`config.mk`:
```
export PLATFORM = sky130hd
export DESIGN_NAME = dsb_status_bank
export DESIGN_NICKNAME = d
export VERILOG_FILES = /design/src/design/dsb_pkg.sv /design/src/design/dsb_oc_channel.sv /design/src/design/dsb_status_bank.sv
export VERILOG_INCLUDE_DIRS = /design/src /design/src/design
export SDC_FILE = /design/constraint.sdc
export NUM_CORES = 1
export LEC_CHECK = 0
export BUFFER_PORTS_ARGS = -buffer_cell sky130_fd_sc_hd__buf_2
export CAP_MARGIN = 10
export CORE_UTILIZATION = 45
export DETAILED_ROUTE_END_ITERATION = 12
export PLACE_DENSITY = 0.77
export RECOVER_POWER = 100
export SYNTH_ARGS = -nofsm -noshare
export SYNTH_HDL_FRONTEND = slang
export SYNTH_SLANG_ARGS = --single-unit
```
`constraint.sdc`:
```
create_clock -name i_ref_clk -period 1.9 [get_ports i_ref_clk]
set_input_delay 0.095 -clock i_ref_clk [delete_from_list [all_inputs] [get_ports i_ref_clk]]
set_output_delay 0.095 -clock i_ref_clk [all_outputs]
set_load 0.1 [all_outputs]
```
`src/design/dsb_defines.svh`:
```
// offsets, bit positions, reset values and timing counts of the
// diagnostic status bank
// assumes a 100 MHz logic clock
`ifndef DSB_DEFINES_SVH
`define DSB_DEFINES_SVH

// register offsets on the serial register port
`define DSB_SR2_ADDR        8'h32
`define DSB_SR3_ADDR        8'h33

// register width and reset values
`define DSB_REG_W           24
`define DSB_SR2_RESET       24'h000000
`define DSB_SR3_RESET       24'h000000

// bit positions of the communication and supply register
`define DSB_B_LIN_BUS_DOM   23
`define DSB_B_LIN_TX_DOM    22
`define DSB_B_LIN_NOFOLLOW  21
`define DSB_B_CAN_RX_NOFOL  20
`define DSB_B_CAN_BUS_NOFOL 19
`define DSB_B_CAN_BUS_DOM   18
`define DSB_B_CAN_TX_DOM    17
`define DSB_B_CAN_SUPPLY_LOW_FLAG   16
`define DSB_B_BRA_HI        15
`define DSB_B_BRA_LO        12
`define DSB_B_INV_CMD       11
`define DSB_B_SCK_CNT       10
`define DSB_B_CHARGE_PUMP_LOW_FLAG        9
`define DSB_B_THERM         8
`define DSB_B_SEC_SHORT     7
`define DSB_B_SEC_FAIL      6
`define DSB_B_PRI_FAIL      5
`define DSB_B_REG_EW        4
`define DSB_B_REG_OV        3
`define DSB_B_REG_UV        2
`define DSB_B_BAT_OV        1
`define DSB_B_BAT_UV        0

// bit positions of the output overcurrent register
`define DSB_B_OC_BR_HI      23
`define DSB_B_OC_HS_HI      13
`define DSB_B_OC_HS_LO      10
`define DSB_B_OC_PCH        9
`define DSB_B_BRB_HI        6
`define DSB_B_BRB_LO        3
`define DSB_B_FS_B          1
`define DSB_B_FS_A          0

// channel counts
`define DSB_OC_CH           11
`define DSB_OC_BR_CH        10
`define DSB_CLUSTERS        6

// repeated mismatch limit for the CAN transmitter checks
`define DSB_CAN_FAIL_LIMIT  3'd4

// timing
`define DSB_CLK_PERIOD_NS   10
`define DSB_INT_PULSE_NS    1000
`define DSB_INT_PULSE_CYC   (`DSB_INT_PULSE_NS / `DSB_CLK_PERIOD_NS)

`endif

```
`src/design/dsb_pkg.sv`:
```
// types shared by the diagnostic status bank files
// assumes dsb_defines.svh is on the include path
`include "dsb_defines.svh"

package dsb_pkg;

    // one register access from the serial frame decoder
    typedef struct packed {
        logic       valid;   // one-cycle strobe
        logic       write;   // frame is a write
        logic       clear;   // read-and-clear frame
        logic [7:0] addr;
    } dsb_acc_t;

    // serial frame checker events, one-cycle pulses
    typedef struct packed {
        logic undef_addr;
        logic di_stuck;
        logic cs_timeout;
        logic parity_fail;
        logic invalid_setting;
        logic frame_end;       // a frame finished
        logic sck_count_bad;   // with frame_end: wrong clock count
    } dsb_spi_evt_t;

    // causes for the communication and supply register
    typedef struct packed {
        logic                      lin_bus_stuck_dominant;
        logic                      lin_tx_input_stuck_dominant;
        logic                      lin_bus_not_following;
        logic                      can_rx_mismatch;   // pulse per bit
        logic                      can_rx_match;      // pulse per bit
        logic                      can_bus_mismatch;  // pulse per bit
        logic                      can_bus_match;     // pulse per bit
        logic                      can_bus_stuck_dominant;
        logic                      can_tx_input_stuck_dominant;
        logic                      can_supply_low;
        logic [3:0]                bridge_a_monitor;  // hs2 hs1 ls2 ls1
        logic                      charge_pump_low;
        logic [`DSB_CLUSTERS-1:0]  cluster_thermal_warning;
        logic                      secondary_regulator_short;
        logic                      secondary_regulator_fail;
        logic                      primary_regulator_fail;
        logic                      regulator_supply_early_warning;
        logic                      regulator_supply_overvoltage;
        logic                      regulator_supply_undervoltage;
        logic                      battery_overvoltage;
        logic                      battery_undervoltage;
    } dsb_sr2_cause_t;

    // simple causes for the output overcurrent register
    typedef struct packed {
        logic [3:0] highside_overcurrent;  // outputs of bits 13..10
        logic       failsafe_low_b_overcurrent;
        logic       failsafe_low_a_overcurrent;
        logic [3:0] bridge_b_monitor;      // hs2 hs1 ls2 ls1
    } dsb_sr3_cause_t;

    // one overcurrent-protected output with recovery
    typedef struct packed {
        logic overcurrent;
        logic overcurrent_recovery_enable;
        logic thermal_expiration_enable;
        logic thermal_expiration;
    } dsb_oc_ch_t;

endpackage : dsb_pkg

```
`src/design/dsb_oc_channel.sv`:
```
// one overcurrent output channel with optional recovery mode
// assumes the clear strobe comes from an accepted read-and-clear
`timescale 1ns/10ps
`default_nettype none

module dsb_oc_channel
    import dsb_pkg::*;
(
    // clock and reset
    input  wire logic       i_ref_clk,
    input  wire logic       i_arst_n,
    // channel conditions
    input  wire dsb_oc_ch_t i_ch,
    input  wire logic       i_clear,
    // status and control
    output logic            o_shutdown,
    output logic            o_output_off,
    output logic            o_recovery_alert
);

    logic set_shutdown;
    logic in_recovery;

    // plain trip, or thermal expiration while recovering
    assign set_shutdown =
        (i_ch.overcurrent & ~i_ch.overcurrent_recovery_enable) |
        (in_recovery & i_ch.thermal_expiration_enable &
         i_ch.thermal_expiration);

    // recovery mode entered on overcurrent with recovery enabled;
    // an output already shut down does not re-enter it
    always_ff @(posedge i_ref_clk or negedge i_arst_n) begin
        if (!i_arst_n) begin
            in_recovery <= 1'b0;
        end else if (!i_ch.overcurrent_recovery_enable || set_shutdown) begin
            in_recovery <= 1'b0;
        end else if (i_ch.overcurrent && !o_shutdown) begin
            in_recovery <= 1'b1;
        end
    end

    // shutdown flag, set wins over clear
    always_ff @(posedge i_ref_clk or negedge i_arst_n) begin
        if (!i_arst_n) begin
            o_shutdown <= 1'b0;
        end else if (set_shutdown) begin
            o_shutdown <= 1'b1;
        end else if (i_clear) begin
            o_shutdown <= 1'b0;
        end
    end

    assign o_output_off     = o_shutdown;
    assign o_recovery_alert = in_recovery;

endmodule : dsb_oc_channel

`default_nettype wire

```
`src/design/dsb_status_bank.sv`:
```
// diagnostic status bank: communication, supply and overcurrent flags
// assumes the serial frame decoder delivers one access strobe per
// frame and that all condition inputs are synchronous to the clock
`timescale 1ns/10ps
`default_nettype none

module dsb_status_bank
    import dsb_pkg::*;
(
    // clock and reset
    input  wire logic                           i_ref_clk,
    input  wire logic                           i_arst_n,
    // register access from the serial frame decoder
    input  wire dsb_acc_t                       i_acc,
    input  wire dsb_spi_evt_t                   i_spi_evt,
    input  wire logic                           i_generator_mode_en,
    output logic [`DSB_REG_W-1:0]               o_rd_data,
    output logic                                o_rd_valid,
    output logic                                o_acc_ignored,
    // fault causes
    input  wire dsb_sr2_cause_t                 i_sr2_cause,
    input  wire dsb_sr3_cause_t                 i_sr3_cause,
    input  wire dsb_oc_ch_t [`DSB_OC_CH-1:0]    i_oc_ch,
    input  wire logic                           i_active_mode,
    // transmitter and output control
    output logic                                o_lin_tx_disable,
    output logic                                o_can_tx_disable,
    output logic [`DSB_OC_CH-1:0]               o_output_off,
    output logic [`DSB_OC_CH-1:0]               o_recovery_alert_flag,
    // interrupt pin, active low
    output logic                                o_interrupt_output_pin_n
);

    //------------------------------------------------------------
    // access decode
    //------------------------------------------------------------

    logic                  hit_sr2;
    logic                  hit_sr3;
    logic                  acc_blocked;
    logic                  acc_bad;
    logic                  acc_read_ok;
    logic                  clr_sr2;
    logic                  clr_sr3;
    logic                  spi_err;

    // address match for the two registers
    always_comb begin
        hit_sr2 = 1'b0;
        hit_sr3 = 1'b0;
        if (i_acc.addr == `DSB_SR2_ADDR) begin
            hit_sr2 = 1'b1;
        end else if (i_acc.addr == `DSB_SR3_ADDR) begin
            hit_sr3 = 1'b1;
        end
    end

    // overvoltage with generator mode blocks every access
    assign acc_blocked = i_generator_mode_en &
                         i_sr2_cause.battery_overvoltage;
    // writes to a status register are refused
    assign acc_bad     = i_acc.valid & (hit_sr2 | hit_sr3) &
                         (i_acc.write | acc_blocked);
    assign acc_read_ok = i_acc.valid & (hit_sr2 | hit_sr3) &
                         ~i_acc.write & ~acc_blocked;
    assign clr_sr2     = acc_read_ok & i_acc.clear & hit_sr2;
    assign clr_sr3     = acc_read_ok & i_acc.clear & hit_sr3;

    // any checker frame error except the clock count, or refused here
    assign spi_err = i_spi_evt.undef_addr | i_spi_evt.di_stuck |
                     i_spi_evt.cs_timeout | i_spi_evt.parity_fail |
                     i_spi_evt.invalid_setting | acc_bad |
                     (i_acc.valid & acc_blocked);

    //------------------------------------------------------------
    // repeated CAN mismatch counters
    //------------------------------------------------------------

    logic [2:0] rx_fail_cnt;
    logic [2:0] bus_fail_cnt;
    logic       rx_fail_hit;
    logic       bus_fail_hit;

    assign rx_fail_hit  = i_sr2_cause.can_rx_mismatch &
                          (rx_fail_cnt == `DSB_CAN_FAIL_LIMIT - 3'd1);
    assign bus_fail_hit = i_sr2_cause.can_bus_mismatch &
                          (bus_fail_cnt == `DSB_CAN_FAIL_LIMIT - 3'd1);

    // count consecutive RX mismatches, a good bit restarts
    always_ff @(posedge i_ref_clk or negedge i_arst_n) begin
        if (!i_arst_n) begin
            rx_fail_cnt <= 3'h0;
        end else if (i_sr2_cause.can_rx_match || rx_fail_hit) begin
            rx_fail_cnt <= 3'h0;
        end else if (i_sr2_cause.can_rx_mismatch) begin
            rx_fail_cnt <= rx_fail_cnt + 3'h1;
        end
    end

    // count consecutive bus mismatches, a good bit restarts
    always_ff @(posedge i_ref_clk or negedge i_arst_n) begin
        if (!i_arst_n) begin
            bus_fail_cnt <= 3'h0;
        end else if (i_sr2_cause.can_bus_match || bus_fail_hit) begin
            bus_fail_cnt <= 3'h0;
        end else if (i_sr2_cause.can_bus_mismatch) begin
            bus_fail_cnt <= bus_fail_cnt + 3'h1;
        end
    end

    //------------------------------------------------------------
    // communication and supply register
    //------------------------------------------------------------

    logic [`DSB_REG_W-1:0] sr2;
    logic [`DSB_REG_W-1:0] sr2_set;
    logic [`DSB_REG_W-1:0] next_sr2;

    // set vector: bits 8 and 11 OR several causes, bit 10 stays zero here, one cause per bit elsewhere; reserved none here
    always_comb begin
        sr2_set = `DSB_SR2_RESET;
        sr2_set[`DSB_B_LIN_BUS_DOM]   =
            i_sr2_cause.lin_bus_stuck_dominant;
        sr2_set[`DSB_B_LIN_TX_DOM]    =
            i_sr2_cause.lin_tx_input_stuck_dominant;
        sr2_set[`DSB_B_LIN_NOFOLLOW]  =
            i_sr2_cause.lin_bus_not_following;
        sr2_set[`DSB_B_CAN_RX_NOFOL]  = rx_fail_hit;
        sr2_set[`DSB_B_CAN_BUS_NOFOL] = bus_fail_hit;
        sr2_set[`DSB_B_CAN_BUS_DOM]   =
            i_sr2_cause.can_bus_stuck_dominant;
        sr2_set[`DSB_B_CAN_TX_DOM]    =
            i_sr2_cause.can_tx_input_stuck_dominant;
        sr2_set[`DSB_B_CAN_SUPPLY_LOW_FLAG]   = i_sr2_cause.can_supply_low;
        sr2_set[`DSB_B_BRA_HI:`DSB_B_BRA_LO] =
            i_sr2_cause.bridge_a_monitor;
        sr2_set[`DSB_B_INV_CMD]       = spi_err;
        sr2_set[`DSB_B_CHARGE_PUMP_LOW_FLAG]        = i_sr2_cause.charge_pump_low;
        sr2_set[`DSB_B_THERM]         =
            |i_sr2_cause.cluster_thermal_warning;
        sr2_set[`DSB_B_SEC_SHORT]     =
            i_sr2_cause.secondary_regulator_short;
        sr2_set[`DSB_B_SEC_FAIL]      =
            i_sr2_cause.secondary_regulator_fail;
        sr2_set[`DSB_B_PRI_FAIL]      =
            i_sr2_cause.primary_regulator_fail;
        sr2_set[`DSB_B_REG_EW]        =
            i_sr2_cause.regulator_supply_early_warning;
        sr2_set[`DSB_B_REG_OV]        =
            i_sr2_cause.regulator_supply_overvoltage;
        sr2_set[`DSB_B_REG_UV]        =
            i_sr2_cause.regulator_supply_undervoltage;
        sr2_set[`DSB_B_BAT_OV]        = i_sr2_cause.battery_overvoltage;
        sr2_set[`DSB_B_BAT_UV]        = i_sr2_cause.battery_undervoltage;
    end

    // clear then set, so a persisting cause survives a clear
    always_comb begin
        next_sr2 = sr2;
        if (clr_sr2) begin
            next_sr2 = `DSB_SR2_RESET;
            next_sr2[`DSB_B_SCK_CNT] = sr2[`DSB_B_SCK_CNT];
        end
        next_sr2 = next_sr2 | sr2_set;
        // clock count flag follows frames only
        if (i_spi_evt.frame_end) begin
            next_sr2[`DSB_B_SCK_CNT] = i_spi_evt.sck_count_bad;
        end
    end

    // latched flags of the communication and supply register
    always_ff @(posedge i_ref_clk or negedge i_arst_n) begin
        if (!i_arst_n) begin
            sr2 <= `DSB_SR2_RESET;
        end else begin
            sr2 <= next_sr2;
        end
    end

    // transmitters stay off while their blocking flags stand
    assign o_lin_tx_disable = sr2[`DSB_B_LIN_TX_DOM] |
                              sr2[`DSB_B_LIN_NOFOLLOW];
    assign o_can_tx_disable = sr2[`DSB_B_CAN_RX_NOFOL] |
                              sr2[`DSB_B_CAN_BUS_NOFOL] |
                              sr2[`DSB_B_CAN_TX_DOM];

    //------------------------------------------------------------
    // early warning interrupt pulse
    //------------------------------------------------------------

    localparam logic [7:0] INT_CYC = 8'(`DSB_INT_PULSE_CYC);
    logic [7:0] int_cnt;

    // a new early warning in active mode starts a low pulse;
    // one already running absorbs it, so a pulse never stretches
    always_ff @(posedge i_ref_clk or negedge i_arst_n) begin
        if (!i_arst_n) begin
            int_cnt <= 8'h00;
        end else if (sr2_set[`DSB_B_REG_EW] && !sr2[`DSB_B_REG_EW] &&
                     i_active_mode && (int_cnt == 8'h00)) begin
            int_cnt <= INT_CYC;
        end else if (int_cnt != 8'h00) begin
            int_cnt <= int_cnt - 8'h01;
        end
    end

    // drive the pin from a flop, low while counting
    always_ff @(posedge i_ref_clk or negedge i_arst_n) begin
        if (!i_arst_n) begin
            o_interrupt_output_pin_n <= 1'b1;
        end else begin
            o_interrupt_output_pin_n <= (int_cnt == 8'h00);
        end
    end

    //------------------------------------------------------------
    // output overcurrent register
    //------------------------------------------------------------

    logic [`DSB_OC_CH-1:0] oc_shutdown;
    logic [`DSB_REG_W-1:0] sr3_simple;
    logic [`DSB_REG_W-1:0] sr3_set;
    logic [`DSB_REG_W-1:0] sr3_view;

    // recovery-capable channels: ten bridge and lamp, one P-channel
    genvar ch;
    generate
        for (ch = 0; ch < `DSB_OC_CH; ch = ch + 1) begin : g_oc
            dsb_oc_channel u_ch (
                .i_ref_clk        (i_ref_clk),
                .i_arst_n         (i_arst_n),
                .i_ch             (i_oc_ch[ch]),
                .i_clear          (clr_sr3),
                .o_shutdown       (oc_shutdown[ch]),
                .o_output_off     (o_output_off[ch]),
                .o_recovery_alert (o_recovery_alert_flag[ch])
            );
        end
    endgenerate

    // set vector of the simple flags, reserved bits stay zero
    always_comb begin
        sr3_set = `DSB_SR3_RESET;
        sr3_set[`DSB_B_OC_HS_HI:`DSB_B_OC_HS_LO] =
            i_sr3_cause.highside_overcurrent;
        sr3_set[`DSB_B_FS_B] = i_sr3_cause.failsafe_low_b_overcurrent;
        sr3_set[`DSB_B_FS_A] = i_sr3_cause.failsafe_low_a_overcurrent;
        sr3_set[`DSB_B_BRB_HI:`DSB_B_BRB_LO] =
            i_sr3_cause.bridge_b_monitor;
    end

    // simple latched flags, set wins over clear
    always_ff @(posedge i_ref_clk or negedge i_arst_n) begin
        if (!i_arst_n) begin
            sr3_simple <= `DSB_SR3_RESET;
        end else if (clr_sr3) begin
            sr3_simple <= sr3_set;
        end else begin
            sr3_simple <= sr3_simple | sr3_set;
        end
    end

    // assemble the readable view; reserved positions read zero
    always_comb begin
        sr3_view = sr3_simple;
        sr3_view[`DSB_B_OC_BR_HI:`DSB_B_OC_BR_HI-`DSB_OC_BR_CH+1] =
            oc_shutdown[`DSB_OC_BR_CH-1:0];
        sr3_view[`DSB_B_OC_PCH] = oc_shutdown[`DSB_OC_CH-1];
    end

    //------------------------------------------------------------
    // read data and answer strobes
    //------------------------------------------------------------

    // capture value before any clear of the same access
    always_ff @(posedge i_ref_clk or negedge i_arst_n) begin
        if (!i_arst_n) begin
            o_rd_data <= `DSB_SR2_RESET;
        end else if (acc_read_ok && hit_sr2) begin
            o_rd_data <= sr2;
        end else if (acc_read_ok && hit_sr3) begin
            o_rd_data <= sr3_view;
        end
    end

    // one-cycle answer and refusal strobes
    always_ff @(posedge i_ref_clk or negedge i_arst_n) begin
        if (!i_arst_n) begin
            o_rd_valid    <= 1'b0;
            o_acc_ignored <= 1'b0;
        end else begin
            o_rd_valid    <= acc_read_ok;
            o_acc_ignored <= acc_bad;
        end
    end

endmodule : dsb_status_bank

`default_nettype wire

```
---- After elaboration in Yosys (flattened, before gate mapping) ----
Index checks and enable logic that the tools add are counted.
word-level totals
  flip-flop bits (word level) ............. 111
  output and inout bits ................... 51
  word-level logic and storage cells ...... 248
cells by class
  $add $sub $neg .......................... 3
  eq/ne operators ......................... 4
  multiplexer cells ....................... 48
  bitwise gates (word level) .............. 81
  reduce and logical (&&, ||, !) cells .... 81
operator list
  operator                                                            number
  24-bit 2-to-1 mux                                                   4
  2-bit nonzero test                                                  26
  1-bit bitwise AND                                                   44
  1-bit 2-to-1 mux                                                    38
  24-bit by 14-bit bitwise OR with 24-bit output                      1
  24-bit bitwise OR                                                   1
  1-bit zero test                                                     23
  1-bit bitwise OR                                                    22
  8-bit by 6-bit == test with 1-bit output, second input constant     2
  1-bit logical AND                                                   16
  8-bit 2-to-1 mux                                                    2
  1-bit logical OR                                                    13
  1-bit inverter                                                      13
  3-bit 2-to-1 mux                                                    4
  8-bit zero test                                                     1
  8-bit nonzero test                                                  1
  8-bit by 1-bit subtractor with 8-bit output, second input constant  1
  3-bit by 1-bit adder with 3-bit output, second input constant       2
  3-bit by 2-bit == test with 1-bit output, second input constant     2
  6-bit OR reduction                                                  1

---- Depth between registers and ports, before layout ----
Gate-level depths: netlist (run 1).
  depth in word-level cells ............... 12
  mapped depth ............................ 6
  mapped depth without buffers ............ 5

---- Cells and area by module ----
From an unflattened synthesis (run 1), not the netlist that was laid out.
unflattened totals
  cells, all modules ...................... 341
  area, all modules ....................... 4416.7 µm²
by module, submodules not included
  module           instances  cells an instance  area each (µm²)  seq. area each (µm²)
  dsb_status_bank  1          242                3370.7           1878.1
  dsb_oc_channel   11         9                  95.1             50.0

---- Worst setup path after synthesis (run 1) ----
No wires, ideal clock.
  kind .................................... register to register
  start ................................... register int_cnt[0]
  end ..................................... register int_cnt[0]
  library setup time ...................... 0.125 ns
  arrival time ............................ 1.670 ns
  setup slack ............................. 0.106 ns
  stages on the path, launching flop included .. 6
  cell sequence ........................... dfrtp_1 inv_1 ha_1 or3b_2 or2_4 mux2_2
on the way
  word-level cells in the longest chain between the ends .. 3
ends and longest elaborated chain
  what                                                                            RTL line                                        text
  start, declared                                                                 dsb_status_bank.sv:192                          logic [7:0] int_cnt;
  start signal, assigned                                                          dsb_status_bank.sv:203                          int_cnt <= int_cnt - 8'h01;
  8-bit by 1-bit subtractor with 8-bit output or 8-bit zero test (tied branches)  dsb_status_bank.sv:203, dsb_status_bank.sv:200
  8-bit 2-to-1 mux or 1-bit logical AND (tied branches)                           dsb_status_bank.sv:202, dsb_status_bank.sv:199
  8-bit 2-to-1 mux or 2-bit nonzero test (tied branches)                          -
Parallel ways exist; a longest one is shown, timed or not. The select of a mux whose other input is x is not followed.
A chain may end at the register's enable or synchronous reset.

---- Worst setup path after layout (run 1) ----
  start ................................... register int_cnt[1]
  end ..................................... register int_cnt[0]
on the way
  word-level cells in the longest chain between the ends .. 3
ends and longest elaborated chain
  what                                                    RTL line                text
  8-bit zero test                                         dsb_status_bank.sv:200  i_active_mode && (int_cnt == 8'h00)) begin
  1-bit logical AND                                       dsb_status_bank.sv:199  end else if (sr2_set[`DSB_B_REG_EW] && !sr2[`DSB_B_REG_EW] &&
  8-bit 2-to-1 mux or 2-bit nonzero test (tied branches)  -
Parallel ways exist; a longest one is shown, timed or not.

==> results of run 1 <==
==> path summary, 6_finish.rpt <==
kind                                  end  slack [ns]  cells past startpoint
min in group asynchronous      int_cnt[1]        0.18                      2
min                               sr2[11]        0.02                      2
max in group asynchronous   o_rd_data[20]        0.66                      3
min reg2reg                sr3_simple[11]        0.48                      1
max                            int_cnt[0]        0.03                      5
max reg2reg                    int_cnt[0]        0.03                      5
==> worst reg2reg max path: cells and delay by family, from the launching register on <==
family	cells	cell delay [ns]
AND/OR/NAND/NOR	2	0.80
flip-flops	1	0.44
buffers and inverters	1	0.10
adder cells (fa/ha/maj)	1	0.16
multiplexers	1	0.26
==> final cells by class <==
cell class	count	area, um2
fill	741	3350
sequential	97	2430
multi-input combinational	239	1680
timing repair buffer	230	1470
tap	129	161
clock buffer	10	128
inverter	33	124
clock inverter	6	66.3
==> registers in the layout, summed over array words and instances, names as in the netlist <==
signal	flops
o_rd_data	24
g_oc.u_ch.o_recovery_alert	11
sr2	24
g_oc.u_ch.o_output_off	11
rx_fail_cnt	3
o_rd_valid	1
bus_fail_cnt	3
int_cnt	8
sr3_simple	10
o_interrupt_output_pin_n	1
o_acc_ignored	1
==> through the flow <==
step	TNS, ns	util
after detailed placement	0	0.565
final	0	0.644
after global placement	0	0.565
after floorplan	0	-
after global routing	-0.00890	0.644
after CTS	0	0.644
==> synthesized netlist by cell type, drive strengths merged <==
master | number | area [um2]
dfrtp | 96 | 2400
inv | 33 | 124
a21o | 30 | 225
buf | 28 | 195
o21ai | 26 | 130
a31oi | 22 | 138
nand2b | 22 | 138
a41oi | 21 | 184
clkbuf | 19 | 71.3
a21oi | 18 | 90.1
nor3 | 16 | 80.1
and3 | 13 | 81.3
a221o | 12 | 120
nor2 | 9 | 33.8
mux2 | 6 | 67.6
ha | 5 | 62.6
nor3b | 5 | 42.5
nand2 | 4 | 15.0
or4 | 3 | 22.5
a22o | 2 | 17.5
and3b | 2 | 17.5
nand3b | 2 | 15.0
nand4 | 2 | 12.5
nor4 | 2 | 12.5
or2 | 2 | 15.0
or3 | 2 | 12.5
xnor2 | 2 | 17.5
a311o | 1 | 10.0
and4 | 1 | 8.76
dfstp | 1 | 26.3
nand4bb | 1 | 11.3
nor2b | 1 | 6.26
nor4bb | 1 | 10.0
o2111ai | 1 | 8.76
o211ai | 1 | 7.51
o21a | 1 | 7.51
o31ai | 1 | 7.51
or3b | 1 | 8.76
or4b | 1 | 10.0
==> layer usage <==
metal	share of wire	global-route usage
met1	0.40	0.294
met4	0.031	0.105
met5	0	0
met3	0.042	0.0359
met2	0.52	0.422
==> power by group <==
group          internal (uW)  switching (uW)  total (uW)
Sequential              2200             131        2330
Combinational            379             595         974
Clock                    612             721        1330
Total                   3190            1450        4640
==> what timing repair did <==
item | 4_1_cts | 5_1_grt
setup endpoints to repair | 0 | 3
endpoints found under the hold margin | 80 | 1
resized for setup | 0 | 3
hold buffers | 55 | 1
==> kinds of logic after synthesis <==
| logic type | synth area share |
|---|---|
| AO/OA/AOI/OAI | 0.212 |
| flip-flops | 0.544 |
| AND/OR/NAND/NOR | 0.124 |
| buffers and inverters | 0.0874 |
| multiplexers | 0.0151 |
| adder cells (fa/ha/maj) | 0.0140 |
| XOR/XNOR | 0.00392 |
==> run metrics, run 1 <==
status=finished, final reports clean; total of max-cap violations=0; crit start category=flip-flop; Die ar.=10300 um2; Post-Place Worst Slack=0.0695 ns; worst-margin pin slew=0.714 ns; P per Cell Area=765 nW/um2; post-route minimum period=approximately 1.9 ns; final hold slack=0.0224 ns; global route overflow=0; CTS tree=yes; syn nets=526; Buf+Inv Stages, Crit Path=1; Layout Cells excl Fill=744; Slowest cell on crit path=or3b_2; Final Max Tran Viols=0; Mapped Avg Cell Area=10.7 um2; #FFs+latches synth=97; Die H=102 um; share of cells above drive strength 1=0.330; leakage power=0.00293 uW; global-route wire length before repair=between 15000 and 20000 um; clock sink count=97; GPL Wtd Cong=approximately 0.84; hpwl dp=8320 um; CTS HTree Levels=3; synth-to-layout area growth=35.8%; RSZ-0062 raised after global routing=true; Hold Crit Class=in2reg; initial antenna violation count=0; Post-CTS Setup Inserts=0; Max rail drop VDD=0.000557 V; required time worst endpoint=2.14 ns; Tcrit/Tclk final=0.982; total core area=9420 um2; Slew headroom=0.524; commonest non-fill, non-tap cells in the layout=102 x buf_2, 95 x dfrtp_1, 56 x dlygate4sd3_1; largest net degree at the start of global routing=52; register area share after synthesis=0.544; Port Buffers=approximately 160; initial drt markers=174; Starting Density=0.474; CTS clk-pin slew, worst paths=0.10 ns; Worst Path Class, Setup=reg2reg; Mapped Cells=416; CP Max Fanout=5; Worst Skew=0.0135 ns; final worst setup slack=0.0335 ns; synth unique cells=43; cell row count=35; Final Cell Area=6060 um2; Pre-Repair DR Iteration Count=4; vias in the first global route=between 4000 and 5000; Top delay family on crit path=simple AND/OR/NAND/NOR gates; WL/cell=16.4 um; HP Start=i_acc[9]; Post-DP Area=5320 um2; Post-DRT Antenna Nets=0; R2R Path Start=int_cnt[1]; ant diodes=0; drt via density=5.42; CP cell instances=inv_1 -> ha_1 -> or3b_2 -> or2_4 -> mux2_2; Crit path arrival time=2.11 ns; drt total wl=12200 um; Die X-Extent=102 um; CTS Buffer Depth=2; # DRC=0; # setup viols final=0; Post-Syn Area=4470 um2; Fin. Hold Viols=0; Num CTS Buffers=9; NumNets Final=720; Root Driver=clkbuf_8; clk_lat worst skew=0.36 ns; beginning of the critical path=int_cnt[1]; IO Pins=156; max incr delay on CP=about 0.52 ns; Power, Total=4640 uW; Max Fclk=536 MHz; CP Capture Type=flip-flop; commonest non-fill, non-tap cell in the layout=buf_2; via count=4029; Ys Warns=0; Placed Cells=672; GRT Overall Usage=0.240
(Power assumes the default switching activity.)
==> run 2: changes to the inputs <==
--- a/config.mk
+++ b/config.mk
@@ -9,6 +9,7 @@
 export BUFFER_PORTS_ARGS = -buffer_cell sky130_fd_sc_hd__buf_2
 export CAP_MARGIN = 10
 export CORE_UTILIZATION = 45
+export CTS_CLUSTER_SIZE = 25
 export DETAILED_ROUTE_END_ITERATION = 12
 export PLACE_DENSITY = 0.77
 export RECOVER_POWER = 100
==> constraint.sdc (replaced) <==
create_clock -name i_ref_clk -period 1.9 [get_ports i_ref_clk]
set_input_delay 0.095 -clock i_ref_clk [delete_from_list [all_inputs] [get_ports i_ref_clk]]
set_output_delay 0.095 -clock i_ref_clk [all_outputs]
set_load 0.005 [all_outputs]
==> run 2 against run 1 <==
  * Largest cell class unchanged
  * Largest power group unchanged
  * Non-clock buffer count is the same
  * Via count up 0.30%
  * Clock power about the same
==> run metrics, run 2 (synthesized netlist as in run 1, its figures left out) <==
Root Driver=clkbuf_8; initial drt markers=around 190; Worst Hold Endpoint=sr2[11]; Clock Power Share=0.303; CP Max Fanout=5; clock sink count=97; drt total wl=~12000 um; M3 GR Usage=0.0359; commonest non-fill, non-tap cells in the layout=120 x buf_2, 95 x dfrtp_1, 56 x dlygate4sd3_1; GRT Overall Usage=0.240; largest net degree at the start of global routing=52; R2R Path Start=int_cnt[1]; Tcrit/Tclk final=0.982; Top Usage Layer GRT=met2; Worst Path Class, Setup=reg2reg; WL/cell=between 15 and 20 um; biggest regs=o_rd_data x24, sr2 x24; Post-DRT Antenna Nets=0; leakage power=0.00283 uW; post-route minimum period=1.87 ns; fillers=770; CTS Buffer Depth=2; Sw Pwr=roughly 1200 uW; Util after Layout=0.640; CP Capture Type=flip-flop; Starting Density=0.474; GPL Wtd Cong=0.836; status=finished, final reports clean; initial antenna violation count=0; Pre-Repair DR Iteration Count=4; # setup viols final=0; total of max-cap violations=0; Max Fclk=536 MHz; Fin. Hold Viols=0; RSZ-0062 raised after global routing=true; crit start category=flip-flop; Die H=slightly above 100 um; via count=approximately 4000; Slew headroom=0.523; CTS HTree Levels=3; hpwl dp=between 8000 and 9000 um; CTS clk-pin slew, worst paths=0.10 ns; met2 GRT Util=0.422; cell row count=35; Die ar.=10300 um2; Layout Cells excl Fill=744; Reg power frac=0.532; required time worst endpoint=2.14 ns; IO Pins=156; Crit path arrival time=2.11 ns; worst-margin pin slew=0.715 ns; Placed Cells=672; share of cells above drive strength 1=0.276; Final Max Tran Viols=0; Post-DP Area=approximately 5300 um2; clk_lat worst skew=between 0.3 and 0.4 ns; Final Cell Area=6020 um2; final hold slack=0.0238 ns; Hold Crit Class=in2reg; global route overflow=0; Port Buffers=155; commonest non-fill, non-tap cell in the layout=buf_2; total core area=9420 um2; HP Start=i_acc[9]; worst hold path depth=2; R2R Path End=int_cnt[0]; r2r worst-path depth=5; Net Sw Frac=0.272; Int Pwr=3190 uW; ant diodes=0; synth-to-layout area growth=34.9%; met1 usage=0.294; global-route wire length before repair=around 19000 um; Num CTS Buffers=9; r2r setup slk=0.03 ns; CTS tree=yes; # DRC=0; Worst Skew=approximately 0.0090 ns; P per Cell Area=between 700 and 800 nW/um2; Die X-Extent=102 um; drt via density=roughly 5.4; Max rail drop VDD=around 0.00056 V; Comb pwr share=0.165; vias in the first global route=just over 4000; NumNets Final=720; Post-CTS Setup Inserts=0
[run 2: cell count changes in the layout (fill, tap and decap cells not counted), sizes merged]
cell,previous run,this run
buf,118,137
clkbuf,66,47
[run 2: final cells by class]
| cell class | count | area, um2 | share of cell area |
|---|---|---|---|
| multi-input cells | 239 | 1680 | 0.279 |
| clock inverters | 6 | 66.3 | 0.0110 |
| flip-flops and latches | 97 | 2430 | 0.403 |
| well taps | 129 | 161 | 0.0268 |
| repair buffers | 230 | 1430 | 0.237 |
| clock buffers | 10 | 128 | 0.0212 |
| inverters | 33 | 124 | 0.0206 |
[run 2: through the flow]
stage          setup slack (ns)  power, uW  setup TNS [ns]
6_report                 0.0335       4380               0
4_1_cts                  0.0524       4410               0
3_3_place_gp              0.143       2950               0
2_1_floorplan             0.106       2670               0
3_5_place_dp             0.0695       2990               0
5_1_grt                -0.00890       4610        -0.00890
[run 2: worst max-delay path by stage]
stage | end | cells after the start | start
final | int_cnt[0] | 5 | int_cnt[1]
after global routing | int_cnt[0] | 5 | int_cnt[1]
after CTS | int_cnt[0] | 5 | int_cnt[0]
after detailed placement | int_cnt[0] | 5 | int_cnt[0]
after global placement | int_cnt[7] | 3 | int_cnt[2]
after floorplan | int_cnt[0] | 5 | int_cnt[0]
[run 2: critical path, stage by stage (launching register included)]
cell     delay, ns
dfrtp_1       0.44
inv_1         0.10
ha_1          0.16
or3b_2        0.52
or2_4         0.28
mux2_2        0.26
[run 2: per-layer routing]
layer	wire, um	up-vias
met2	6390	153
met4	370	0
met5	0	-
li1	-	1885
met3	564	28
met1	4930	1975
[run 2: power by group through the flow]
stage	Clock (uW)	Sequential, uW	Combinational [uW]
after floorplan	0	2330	331
after global placement	0	2350	604
after detailed placement	0	2360	631
after CTS	1370	2320	722
after global routing	1450	2360	799
final	1330	2330	721
[run 2: what timing repair did]
action / 4_1_cts / 5_1_grt
endpoints found under the hold margin: 80 / 1
gates resized for setup: 0 / 3
setup endpoints to repair: 0 / 3
hold buffers: 55 / 1
